**src/include/alarm_led_pkg.sv**
```systemverilog
// constants for the rectifier status and alarm encoder
// assumes a 125 MHz clock and an axi4-lite register port
package alarm_led_pkg;
  localparam int CLK_MHZ = 125;
  localparam int BLINK_MS_HALF = 250;
  localparam int BLINK_CYCLES = BLINK_MS_HALF * 1000 * CLK_MHZ;
  localparam int POWER_FAIL_LEAD_MS = 5;
  localparam int POWER_FAIL_LEAD_CYCLES = POWER_FAIL_LEAD_MS * 1000 * CLK_MHZ;
  localparam int WARN_MARGIN_C = 5;
  localparam logic [7:0] WARN_MARGIN = 8'h05;
  localparam logic [7:0] ADDR_COND = 8'h00;
  localparam logic [7:0] ADDR_TEMP = 8'h04;
  localparam logic [7:0] ADDR_STATUS = 8'h08;
  localparam logic [7:0] ADDR_ALERT = 8'h0C;
  localparam int COND_THERM_SD = 0;
  localparam int COND_FAN = 1;
  localparam int COND_FUSE = 2;
  localparam int COND_BOOST_FAIL = 3;
  localparam int COND_OV_LATCH = 4;
  localparam int COND_INPUT_BAD = 5;
  localparam int COND_OVERCURRENT = 6;
  localparam int COND_SOFT_FAIL = 7;
  localparam int COND_STANDBY = 8;
  localparam int COND_SERVICE = 9;
  localparam int COND_COMM = 10;
  localparam int COND_HIGH_LINE = 11;
  localparam int COND_WIDTH = 12;
  localparam logic [31:0] COND_RESET = 32'h0000_0800;
  localparam logic [1:0] RESP_OKAY = 2'h0;
  localparam logic [1:0] RESP_SLVERR = 2'h2;
  typedef enum logic {MODE_BUS, MODE_MULTIDROP} proto_mode_t;
endpackage

```
**src/logic/alarm_led_encoder.sv**
```systemverilog
// status and alarm encoder: front-panel indicators, alarm outputs and control gating
// assumes condition bits and temperatures come from firmware over axi4-lite
//
// Decided for this implementation: the register offsets and the AXI4-Lite slave port.
`timescale 1ns/10ps
module alarm_led_encoder
  import alarm_led_pkg::*;
(
  input wire logic clk, // 125 MHz
  input wire logic rst_b, // async, active low
  input wire logic [7:0] s_axi_awaddr, // write address
  input wire logic s_axi_awvalid, // write address valid
  output logic s_axi_awready, // write address ready
  input wire logic [31:0] s_axi_wdata, // write data
  input wire logic [3:0] s_axi_wstrb, // byte enables
  input wire logic s_axi_wvalid, // write data valid
  output logic s_axi_wready, // write data ready
  output logic [1:0] s_axi_bresp, // write response
  output logic s_axi_bvalid, // write response valid
  input wire logic s_axi_bready, // write response ready
  input wire logic [7:0] s_axi_araddr, // read address
  input wire logic s_axi_arvalid, // read address valid
  output logic s_axi_arready, // read address ready
  output logic [31:0] s_axi_rdata, // read data
  output logic [1:0] s_axi_rresp, // read response
  output logic s_axi_rvalid, // read data valid
  input wire logic s_axi_rready, // read data ready
  input wire logic enable_n_pin, // output enable in bus mode, low = on; ignored in multidrop
  input wire logic hotplug_on_pin, // short hot-plug contact made
  input wire logic protocol_open_pin, // high when select pin open
  input wire logic margin_pin, // margin request
  input wire logic mux_reset_pin, // bus mux reset request
  input wire logic input_present_pin, // input power present
  input wire logic back_bias_rail, // held up by shelf neighbours
  input wire logic boost_low_pin, // boost voltage decaying
  output logic led_input_ok, // green input ok
  output logic led_output_ok, // green output ok
  output logic led_service, // amber service
  output logic led_fault, // red fault
  output logic fault_n, // fault alarm, low active
  output logic power_fail_warning_n, // low before output drop
  output logic overtemp_warning_n, // low near shutdown
  output logic capacity_indicator, // high at full capacity
  output logic module_seated_n, // low while seated
  output logic [1:0] alert_n, // per-bus alert, low active
  output logic main_output_on, // main converter run
  output logic margin_active, // shift set point
  output logic mux_reset, // resets bus mux
  output logic protocol_multidrop // multidrop mode selected
);
  logic [10:0] pin_s1, pin_s2;
  logic [COND_WIDTH-1:0] cond;
  logic [7:0] temp_now, temp_shutdown;
  logic [1:0] alert_req;
  logic aw_hold, w_hold;
  logic [7:0] aw_addr;
  logic [31:0] w_data;
  logic [3:0] w_strb;
  logic [31:0] blink_cnt;
  logic blink;
  logic [31:0] lead_cnt;
  logic warn_early;
  logic sync_en_n, sync_hot, sync_proto, sync_margin, sync_mux, sync_inp, sync_bias, sync_boost;
  logic next_in, next_out, next_srv, next_flt, next_fault_n, next_pf_n, next_ot_n;
  proto_mode_t mode;

  function automatic logic [31:0] merge(input logic [31:0] old, input logic [31:0] nw, input logic [3:0] st);
    logic [31:0] r;
    r = old;
    for (int i = 0; i < 4; i++) begin
      if (st[i]) begin
        r[i*8 +: 8] = nw[i*8 +: 8];
      end
    end
    return r;
  endfunction

  // two-flop synchronisers for every pin
  always_ff @(posedge clk or negedge rst_b) begin
    if (!rst_b) begin
      pin_s1 <= 11'h001;
      pin_s2 <= 11'h001;
    end else begin
      pin_s1 <= {3'h0, boost_low_pin, back_bias_rail, input_present_pin, mux_reset_pin, margin_pin,
                 protocol_open_pin, hotplug_on_pin, enable_n_pin};
      pin_s2 <= pin_s1;
    end
  end
  assign {sync_boost, sync_bias, sync_inp, sync_mux, sync_margin, sync_proto, sync_hot, sync_en_n} = pin_s2[7:0];
  // open select pin means bus mode
  assign mode = sync_proto ? MODE_BUS : MODE_MULTIDROP;

  // axi4-lite write: address and data taken independently, response after both
  logic do_write;
  assign do_write = aw_hold && w_hold && !s_axi_bvalid;
  always_ff @(posedge clk or negedge rst_b) begin
    if (!rst_b) begin
      aw_hold <= 1'b0;
      w_hold <= 1'b0;
      aw_addr <= 8'h00;
      w_data <= 32'h0000_0000;
      w_strb <= 4'h0;
      s_axi_awready <= 1'b0;
      s_axi_wready <= 1'b0;
      s_axi_bvalid <= 1'b0;
      s_axi_bresp <= RESP_OKAY;
    end else begin
      s_axi_awready <= !aw_hold && !s_axi_awready && s_axi_awvalid;
      s_axi_wready <= !w_hold && !s_axi_wready && s_axi_wvalid;
      if (s_axi_awvalid && s_axi_awready) begin
        aw_hold <= 1'b1;
        aw_addr <= s_axi_awaddr;
      end
      if (s_axi_wvalid && s_axi_wready) begin
        w_hold <= 1'b1;
        w_data <= s_axi_wdata;
        w_strb <= s_axi_wstrb;
      end
      if (do_write) begin
        s_axi_bvalid <= 1'b1;
        s_axi_bresp <= (aw_addr == ADDR_COND || aw_addr == ADDR_TEMP || aw_addr == ADDR_ALERT) ? RESP_OKAY
                                                                                              : RESP_SLVERR;
      end else if (s_axi_bvalid && s_axi_bready) begin
        s_axi_bvalid <= 1'b0;
        aw_hold <= 1'b0;
        w_hold <= 1'b0;
      end
    end
  end

  // software-written state; a write of zero must clear, so the merged word is taken whole
  logic [31:0] cond_merged, temp_merged, alert_merged;
  assign cond_merged = merge({20'h0, cond}, w_data, w_strb);
  assign temp_merged = merge({16'h0, temp_shutdown, temp_now}, w_data, w_strb);
  assign alert_merged = merge({30'h0, alert_req}, w_data, w_strb);
  always_ff @(posedge clk or negedge rst_b) begin
    if (!rst_b) begin
      cond <= COND_RESET[COND_WIDTH-1:0];
      temp_now <= 8'h00;
      temp_shutdown <= 8'hFF;
      alert_req <= 2'h0;
    end else if (do_write) begin
      case (aw_addr)
        ADDR_COND: cond <= cond_merged[COND_WIDTH-1:0];
        ADDR_TEMP: {temp_shutdown, temp_now} <= temp_merged[15:0];
        ADDR_ALERT: alert_req <= alert_merged[1:0];
        default: ;
      endcase
    end
  end

  // axi4-lite read
  always_ff @(posedge clk or negedge rst_b) begin
    if (!rst_b) begin
      s_axi_arready <= 1'b0;
      s_axi_rvalid <= 1'b0;
      s_axi_rdata <= 32'h0000_0000;
      s_axi_rresp <= RESP_OKAY;
    end else begin
      s_axi_arready <= !s_axi_rvalid && !s_axi_arready && s_axi_arvalid;
      if (s_axi_arvalid && s_axi_arready) begin
        s_axi_rvalid <= 1'b1;
        s_axi_rresp <= RESP_OKAY;
        case (s_axi_araddr)
          ADDR_COND: s_axi_rdata <= {20'h0, cond};
          ADDR_TEMP: s_axi_rdata <= {16'h0, temp_shutdown, temp_now};
          ADDR_STATUS: s_axi_rdata <= {19'h0, protocol_multidrop, main_output_on, module_seated_n,
                                       capacity_indicator, overtemp_warning_n, power_fail_warning_n,
                                       fault_n, led_fault, led_service, led_output_ok, led_input_ok,
                                       1'b0, 1'b0};
          ADDR_ALERT: s_axi_rdata <= {30'h0, alert_req};
          default: begin
            s_axi_rdata <= 32'h0000_0000;
            s_axi_rresp <= RESP_SLVERR;
          end
        endcase
      end else if (s_axi_rvalid && s_axi_rready) begin
        s_axi_rvalid <= 1'b0;
      end
    end
  end

  // blink timebase
  always_ff @(posedge clk or negedge rst_b) begin
    if (!rst_b) begin
      blink_cnt <= 32'h0000_0000;
      blink <= 1'b0;
    end else if (blink_cnt >= 32'(BLINK_CYCLES - 1)) begin
      blink_cnt <= 32'h0000_0000;
      blink <= !blink;
    end else begin
      blink_cnt <= blink_cnt + 32'h0000_0001;
    end
  end

  // boost decay warns ahead of output collapse; converter holds off the drop for this long
  always_ff @(posedge clk or negedge rst_b) begin
    if (!rst_b) begin
      lead_cnt <= 32'h0000_0000;
      warn_early <= 1'b0;
    end else if (sync_boost) begin
      warn_early <= 1'b1;
      if (lead_cnt < 32'(POWER_FAIL_LEAD_CYCLES)) begin
        lead_cnt <= lead_cnt + 32'h0000_0001;
      end
    end else begin
      lead_cnt <= 32'h0000_0000;
      warn_early <= 1'b0;
    end
  end

  // priority encoding of the status table
  logic hard_fault, near_hot;
  assign hard_fault = cond[COND_FAN] | cond[COND_FUSE] | cond[COND_BOOST_FAIL] | cond[COND_OV_LATCH];
  assign near_hot = (temp_now >= temp_shutdown - WARN_MARGIN) || (temp_shutdown < WARN_MARGIN);
  always_comb begin
    next_in = 1'b1;
    next_out = 1'b1;
    next_srv = 1'b0;
    next_flt = 1'b0;
    next_fault_n = 1'b1;
    next_pf_n = !warn_early;
    next_ot_n = !near_hot;
    if (!sync_inp) begin
      next_in = 1'b0;
      next_out = 1'b0;
      next_pf_n = !sync_bias ? 1'b0 : 1'b0;
      next_ot_n = 1'b1;
    end else if (cond[COND_THERM_SD]) begin
      next_out = 1'b0;
      next_srv = 1'b1;
      next_flt = 1'b1;
      next_fault_n = 1'b0;
      next_pf_n = 1'b0;
      next_ot_n = 1'b0;
    end else if (hard_fault) begin
      next_out = 1'b0;
      next_flt = 1'b1;
      next_fault_n = 1'b0;
      next_pf_n = 1'b0;
      next_ot_n = 1'b1;
    end else if (cond[COND_INPUT_BAD]) begin
      next_in = blink;
      next_out = 1'b0;
      next_ot_n = 1'b1;
    end else if (cond[COND_STANDBY] || !main_output_on) begin
      next_out = 1'b0;
      next_pf_n = 1'b0;
    end else if (cond[COND_OVERCURRENT]) begin
      next_out = blink;
      next_pf_n = 1'b0;
    end else begin
      if (near_hot) begin
        next_srv = 1'b1;
      end
      if (cond[COND_SOFT_FAIL]) begin
        next_flt = 1'b1;
        next_fault_n = 1'b0;
      end else if (mode == MODE_MULTIDROP && cond[COND_COMM]) begin
        next_flt = blink;
      end
      if (mode == MODE_BUS && cond[COND_SERVICE] && !near_hot) begin
        next_srv = blink;
      end
    end
  end

  // registered outputs
  always_ff @(posedge clk or negedge rst_b) begin
    if (!rst_b) begin
      led_input_ok <= 1'b0;
      led_output_ok <= 1'b0;
      led_service <= 1'b0;
      led_fault <= 1'b0;
      fault_n <= 1'b1;
      power_fail_warning_n <= 1'b0;
      overtemp_warning_n <= 1'b1;
      capacity_indicator <= 1'b1;
      module_seated_n <= 1'b0;
      alert_n <= 2'h3;
      main_output_on <= 1'b0;
      margin_active <= 1'b0;
      mux_reset <= 1'b0;
      protocol_multidrop <= 1'b0;
    end else begin
      led_input_ok <= next_in;
      led_output_ok <= next_out;
      led_service <= next_srv;
      led_fault <= next_flt;
      fault_n <= next_fault_n;
      power_fail_warning_n <= next_pf_n;
      overtemp_warning_n <= next_ot_n;
      capacity_indicator <= cond[COND_HIGH_LINE];
      module_seated_n <= 1'b0;
      alert_n <= ~alert_req;
      main_output_on <= sync_hot && (mode == MODE_MULTIDROP || !sync_en_n);
      margin_active <= sync_margin;
      mux_reset <= sync_mux;
      protocol_multidrop <= (mode == MODE_MULTIDROP);
    end
  end

  fault_low_a: assert property (@(posedge clk) disable iff (!rst_b)
    (sync_inp && hard_fault && !cond[COND_THERM_SD]) |=> (!fault_n && led_fault && !led_output_ok))
    else $error("hard fault not indicated");
  output_gate_a: assert property (@(posedge clk) disable iff (!rst_b)
    !sync_hot |=> !main_output_on) else $error("output on without contact");
  alert_map_a: assert property (@(posedge clk) disable iff (!rst_b)
    1'b1 |=> alert_n == ~$past(alert_req)) else $error("alert mismatch");
  temp_warn_a: assert property (@(posedge clk) disable iff (!rst_b)
    (sync_inp && near_hot && !hard_fault && !cond[COND_INPUT_BAD]) |=> !overtemp_warning_n)
    else $error("overtemp warning not low");
  capacity_map_a: assert property (@(posedge clk) disable iff (!rst_b)
    1'b1 |=> capacity_indicator == $past(cond[COND_HIGH_LINE])) else $error("capacity mismatch");
  fail_lead_a: assert property (@(posedge clk) disable iff (!rst_b)
    (lead_cnt != 32'h0000_0000) |=> !power_fail_warning_n) else $error("power fail warning not low");
endmodule

```
**config.mk**
```make
export PLATFORM = sky130hd
export DESIGN_NAME = alarm_led_encoder
export DESIGN_NICKNAME = d
export VERILOG_FILES = /design/src/include/alarm_led_pkg.sv /design/src/logic/alarm_led_encoder.sv
export SDC_FILE = /design/constraint.sdc
export NUM_CORES = 1
export LEC_CHECK = 0
export BUFFER_PORTS_ARGS = -buffer_cell sky130_fd_sc_hd__buf_4
export CORE_AREA = 4 4 139 141
export CTS_CLUSTER_DIAMETER = 80
export DETAILED_ROUTE_END_ITERATION = 8
export DIE_AREA = 0 0 143 145
export PLACE_DENSITY = 0.5
export SKIP_CTS_REPAIR_TIMING = 1
export SLEW_MARGIN = 20
export SYNTH_ARGS = -nofsm -noshare
export SYNTH_HDL_FRONTEND = slang
export SYNTH_SLANG_ARGS = --single-unit
```
**constraint.sdc**
```tcl
create_clock -name clk -period 5.9 [get_ports clk]
set_clock_uncertainty 0.15 [all_clocks]
set_input_delay 0.885 -clock clk [delete_from_list [all_inputs] [get_ports clk]]
set_output_delay 0.885 -clock clk [all_outputs]
set_load 0.01 [all_outputs]
```
After elaboration in Yosys (flattened, before gate mapping)
Cells that the tools add are included.
Word-level totals
  register bits after elaboration: 163
  input port bits: 67
  logic and storage cells: 153
Operators by class
  add/subtract/negate cells: 2
  $lt $le $gt $ge: 3
  eq/ne operators: 5
  mux-type cells: 59
  bitwise logic cells: 4
  reductions and logical operators: 44
Operators with widths (number)
  $pmux 16 s4: 1
  $mux 1: 55
  $add 32x1->32 const B: 1
  $ge 32x25->1 const B: 1
  $mux 32: 1
  $eq 8x4->1 const B: 3
  $logic_and 1x1->1: 17
  $eq 8x3->1 const B: 2
  $logic_not 8->1: 2
  $reduce_and 3->1: 5
  $logic_not 1->1: 12
  $ge 8x8->1: 1
  $lt 8x3->1 const B: 1
  $sub 8x3->8 const B: 1
  $logic_or 1x1->1: 5
  $mux 2: 2
  $reduce_bool 2->1: 2
  $reduce_or 4->1: 1
  $or 1x1->1: 3
  $not 2->2: 1

Logic depth before layout (Yosys ltp)
  word-level depth: 12
  mapped depth: 11

Least setup slack after synthesis
OpenSTA, ideal clock, no wires.
  path kind: reg-to-reg
  from: reg temp_shutdown[0]
  to: reg led_service
  library setup time: 126 ps
  data arrival time: 2316 ps
  setup slack: 3308 ps
  stages on the path, launching flop included: 12
  path buffers: 0
  clock period less this slack: 2592 ps
  path through: dfstp_2 inv_1 ha_1 nor2b_1 nor4_1 xnor2_1 ha_1 a21oi_1 nand2_1 a221oi_1 o31ai_1 a221o_1
Between the ends
  longest elaborated chain between the ends: 12
  elaborated cells on any way between the ends: 14
  classes of those cells: add/sub (1); order compare (2); mux (8); reduce/logical (3)
Ends and longest elaborated chain
  from (decl): RTL line alarm_led_encoder.sv:53  | logic [7:0] temp_now, temp_shutdown;
  from (signal assigned): RTL line alarm_led_encoder.sv:145  | ADDR_TEMP: {temp_shutdown, temp_now} <= temp_merged[15:0];
  $sub 8x3->8: RTL line alarm_led_encoder.sv:215  | assign near_hot = (temp_now >= temp_shutdown - WARN_MARGIN) || (temp_shutdown < WARN_MARGIN);
  $ge 8x8->1: RTL line alarm_led_encoder.sv:215
  $logic_or 1x1->1 *: RTL line alarm_led_encoder.sv:215
  $logic_not 1->1: RTL line alarm_led_encoder.sv:262  | if (mode == MODE_BUS && cond[COND_SERVICE] && !near_hot) begin
  $logic_and 1x1->1: RTL line alarm_led_encoder.sv:262
  $mux 1 *: RTL line alarm_led_encoder.sv:262
  $mux 1 *: RTL line alarm_led_encoder.sv:249  | end else if (cond[COND_OVERCURRENT]) begin
  $mux 1 *: RTL line alarm_led_encoder.sv:246  | end else if (cond[COND_STANDBY] || !main_output_on) begin
  $mux 1 *: RTL line alarm_led_encoder.sv:242  | end else if (cond[COND_INPUT_BAD]) begin
  $mux 1 *: RTL line alarm_led_encoder.sv:236  | end else if (hard_fault) begin
  $mux 1 *: RTL line alarm_led_encoder.sv:229  | end else if (cond[COND_THERM_SD]) begin
  $mux 1 *: RTL line alarm_led_encoder.sv:224  | if (!sync_inp) begin
  net next_srv: RTL line alarm_led_encoder.sv:64  | logic next_in, next_out, next_srv, next_flt, next_fault_n, next_pf_n, next_ot_n;
  to (signal assigned): RTL line alarm_led_encoder.sv:288  | led_service <= next_srv;
  to (decl): RTL line alarm_led_encoder.sv:38  | output logic led_service,
The timed path passes the listed nets; every way through them passes the cells marked *.
A chain may end at the register's enable or synchronous reset.

Worst setup path in the final report
Same ends and word-level chain as after synthesis.

==> out/qor.yml <==
route:
  drt-initial-drc-count: 177
  num_vias: 4025
  wire_per_inst_um: 15.50
  drcViolationCount: 0
  ant_nets: 0
  via_per_inst: 4.741
  dr.pass1.iters: 4
  wl_um: 13160
floorplan:
  start_util: 0.3463
  core_um2: 17960
  die_width_um: 143
  dieArea_um2: 20740
  fp.dieH_um: 145
  num_rows: 49
  pin_count: 123
global_route:
  grt_use_met1: 0.1834
  grt_max_degree: 100
  grt_use_total: 0.1325
  gr-max-usage-layer: "met2"
  grt_util_met2: 0.2002
  grt_pass1_vias: 4248
  antenna_found_initial: 0
  grt_util_met3: 0.03784
  grt_pass1_wl_um: 21910
  grt-ovfl-total: 0
setup_path:
  setup.worst_path.start_class: "register"
  rr_worst_depth: 11
  arrival_ns: 2.96
  timing.rr.end: "led_service"
  cp_top_family: "compound AO/OA/AOI/OAI gates"
  critPathRequiredTime_ns: 6.04
  cp_max_fo: 4
  r2r_slack_ns: 3.09
  critical-path-max-stage-delay_ns: 0.56
  r2r-start: "temp_shutdown[0]"
  worst-path-buf-inv: 1
  endpoint_kind: "register"
  cp_common_cell: "ha_1"
  path_cells: "inv_1 > ha_1 > nor2b_1 > nor4_1 > xnor2_1 > ha_1 > a21oi_1 > nand2_1 > a221oi_1 > o31ai_1 > a221o_1"
  cp_slowest_cell: "dfstp_2"
  critPathKind: "register to register"
hold_path:
  min_path_type: "register to register"
  min_to: "pin_s2[7]"
  holdPathStages: 0
  hold_start: "pin_s1[7]"
logic_synthesis:
  synth_seq_area_share: 0.5784
  synth_seq_cells: 143
  async_flop_share: 1.000
  avgSynthCellArea_um2: 12.10
  ys.flop_type: "dfrtp_1"
  synth_warnings: 0
  synth_edf_count: 0
  syn-instance-count: 514
  ys_types: 49
  netlist_area_um2: 6221
timing:
  rsz0062_at_grt: "no"
  final_max_slew_viol_count: 0
  hold_viol_final: 0
  slew_headroom: 0.3997
  setup_violations: 0
  max_freq_ghz: 0.3553
  finalCritPeriodShare: 0.4771
  min_period_ns: 2.815
  setup_ws_ns: 3.085
  setup-tns-final_ns: 0
  tightest_slew_ns: 0.9004
finish:
  syn2layout_area_growth_pct: 21.98
  nNetsFinal: 684
  drive_above_1_share: 0.3306
  antennaDiodeCount: 0
  nFillCells: 1695
clocking:
  cts-root-buf: "clkbuf_16"
  path_clk_slew_ns: 0.06
  cts_made_buffers: 17
  cts_buffer_depth: 2
  cts_sinks: 143
  clkLatencyLatePin_ns: 0.41
  cts.htree.levels: 4
  cts_tree: "yes"
pwr:
  total_power_mw: 2.739
  powerDensity_nw_per_um2: 360.9
  irDropWorstVdd_mv: 0.2097
  p_leak_nw: 3.437
placed_design:
  dp_slack_ns: 3.061
  dp_hpwl_um: 9641
  port_buffers: 84
  gp_congestion: 0.7779
run:
  maxCapViolCount: 0
status:
  status: "completed"
## per-layer routing
layer | routed length, um | vias to the layer above | part of all wire
met5 | 0 | - | 0
met4 | 165 | 0 | 0.013
met3 | 734 | 13 | 0.056
met2 | 6097 | 94 | 0.46
met1 | 6160 | 2000 | 0.47
li1 | - | 1918 | -
## layout make-up
| class | instances | area (um2) | area share |
|---|---|---|---|
| Inverter | 16 | 60.06 | 0.007914 |
| Clock buffer | 21 | 460.4 | 0.06068 |
| Sequential cell | 143 | 3598 | 0.4742 |
| Multi-Input combinational cell | 343 | 2401 | 0.3164 |
| Clock inverter | 11 | 132.6 | 0.01748 |
| Tap cell | 229 | 286.5 | 0.03776 |
| Timing Repair Buffer | 86 | 649.4 | 0.08557 |
## sequential cells by signal (all words and copies together) (netlist names), 2 cells and up
signal and cells:
temp_now 8, alert_n 2, aw_addr 8, cond 12, pin_s2 7, pin_s1 7, w_strb 2, s_axi_rdata 16
alert_req 2, w_data 16, blink_cnt 32, temp_shutdown 8
## stage by stage
step                        util  instance area [um2]  cells  hold slack (ns)
after floorplan                -                 6315    539           0.1812
after global placement    0.3894                 6995    817           0.1866
after detailed placement  0.3894                 6995    817           0.1847
after CTS                 0.4224                 7589    849           0.1988
after global routing      0.4224                 7589    849           0.2053
final                     0.4224                 7589    849           0.1965
## how the worst max path moves through the flow
stage	startpoint	endpoint	slack [ns]	cells past startpoint
finish	temp_shutdown[0]	led_service	3.09	11
CTS	temp_shutdown[0]	led_service	3.05	11
floorplan	temp_shutdown[0]	led_service	3.31	11
global placement	temp_shutdown[0]	led_service	3.11	11
detailed placement	temp_shutdown[0]	led_service	3.06	11
global route	temp_shutdown[0]	led_service	2.86	11
## cells in the final DEF, fill, tap and decap left out, types with 17 or more instances in the layout
cell type	n
mux2_2	56
o21ai_0	19
nand2_1	35
conb_1	26
nor2_1	42
clkbuf_16	17
xnor2_1	19
a21oi_1	17
dfrtp_1	127
buf_4	85
## cells in the mapped netlist (12+ instances only)
| master | number | area share |
|---|---|---|
| a21oi_1 | 17 | 0.014 |
| mux2_2 | 56 | 0.10 |
| mux2i_1 | 12 | 0.019 |
| xnor2_1 | 19 | 0.027 |
| dfrtp_1 | 127 | 0.51 |
| dfstp_2 | 16 | 0.068 |
| nand2_1 | 35 | 0.021 |
| buf_4 | 22 | 0.027 |
| o21ai_0 | 19 | 0.015 |
| inv_1 | 16 | 0.0097 |
| nand3_1 | 14 | 0.011 |
| nor2_1 | 42 | 0.025 |
## report_power, final
group | internal, mW | total (mW) | leakage, nW | switching [mW]
combinational | 0.207 | 0.384 | 1.36 | 0.177
sequential | 1.15 | 1.29 | 1.81 | 0.134
clock | 0.649 | 1.07 | 0.273 | 0.420
## cells by family after synthesis
kind of cell	Yosys count	synth area share
mux	68	0.1207
flops	143	0.5784
simple gates	152	0.1317
other cells	1	0.0006028
compound gates	57	0.05551
xor+xnor	30	0.04224
buf+inv	53	0.05069
fa+ha+maj	10	0.02011
Power figures use the tool's default switching activity.
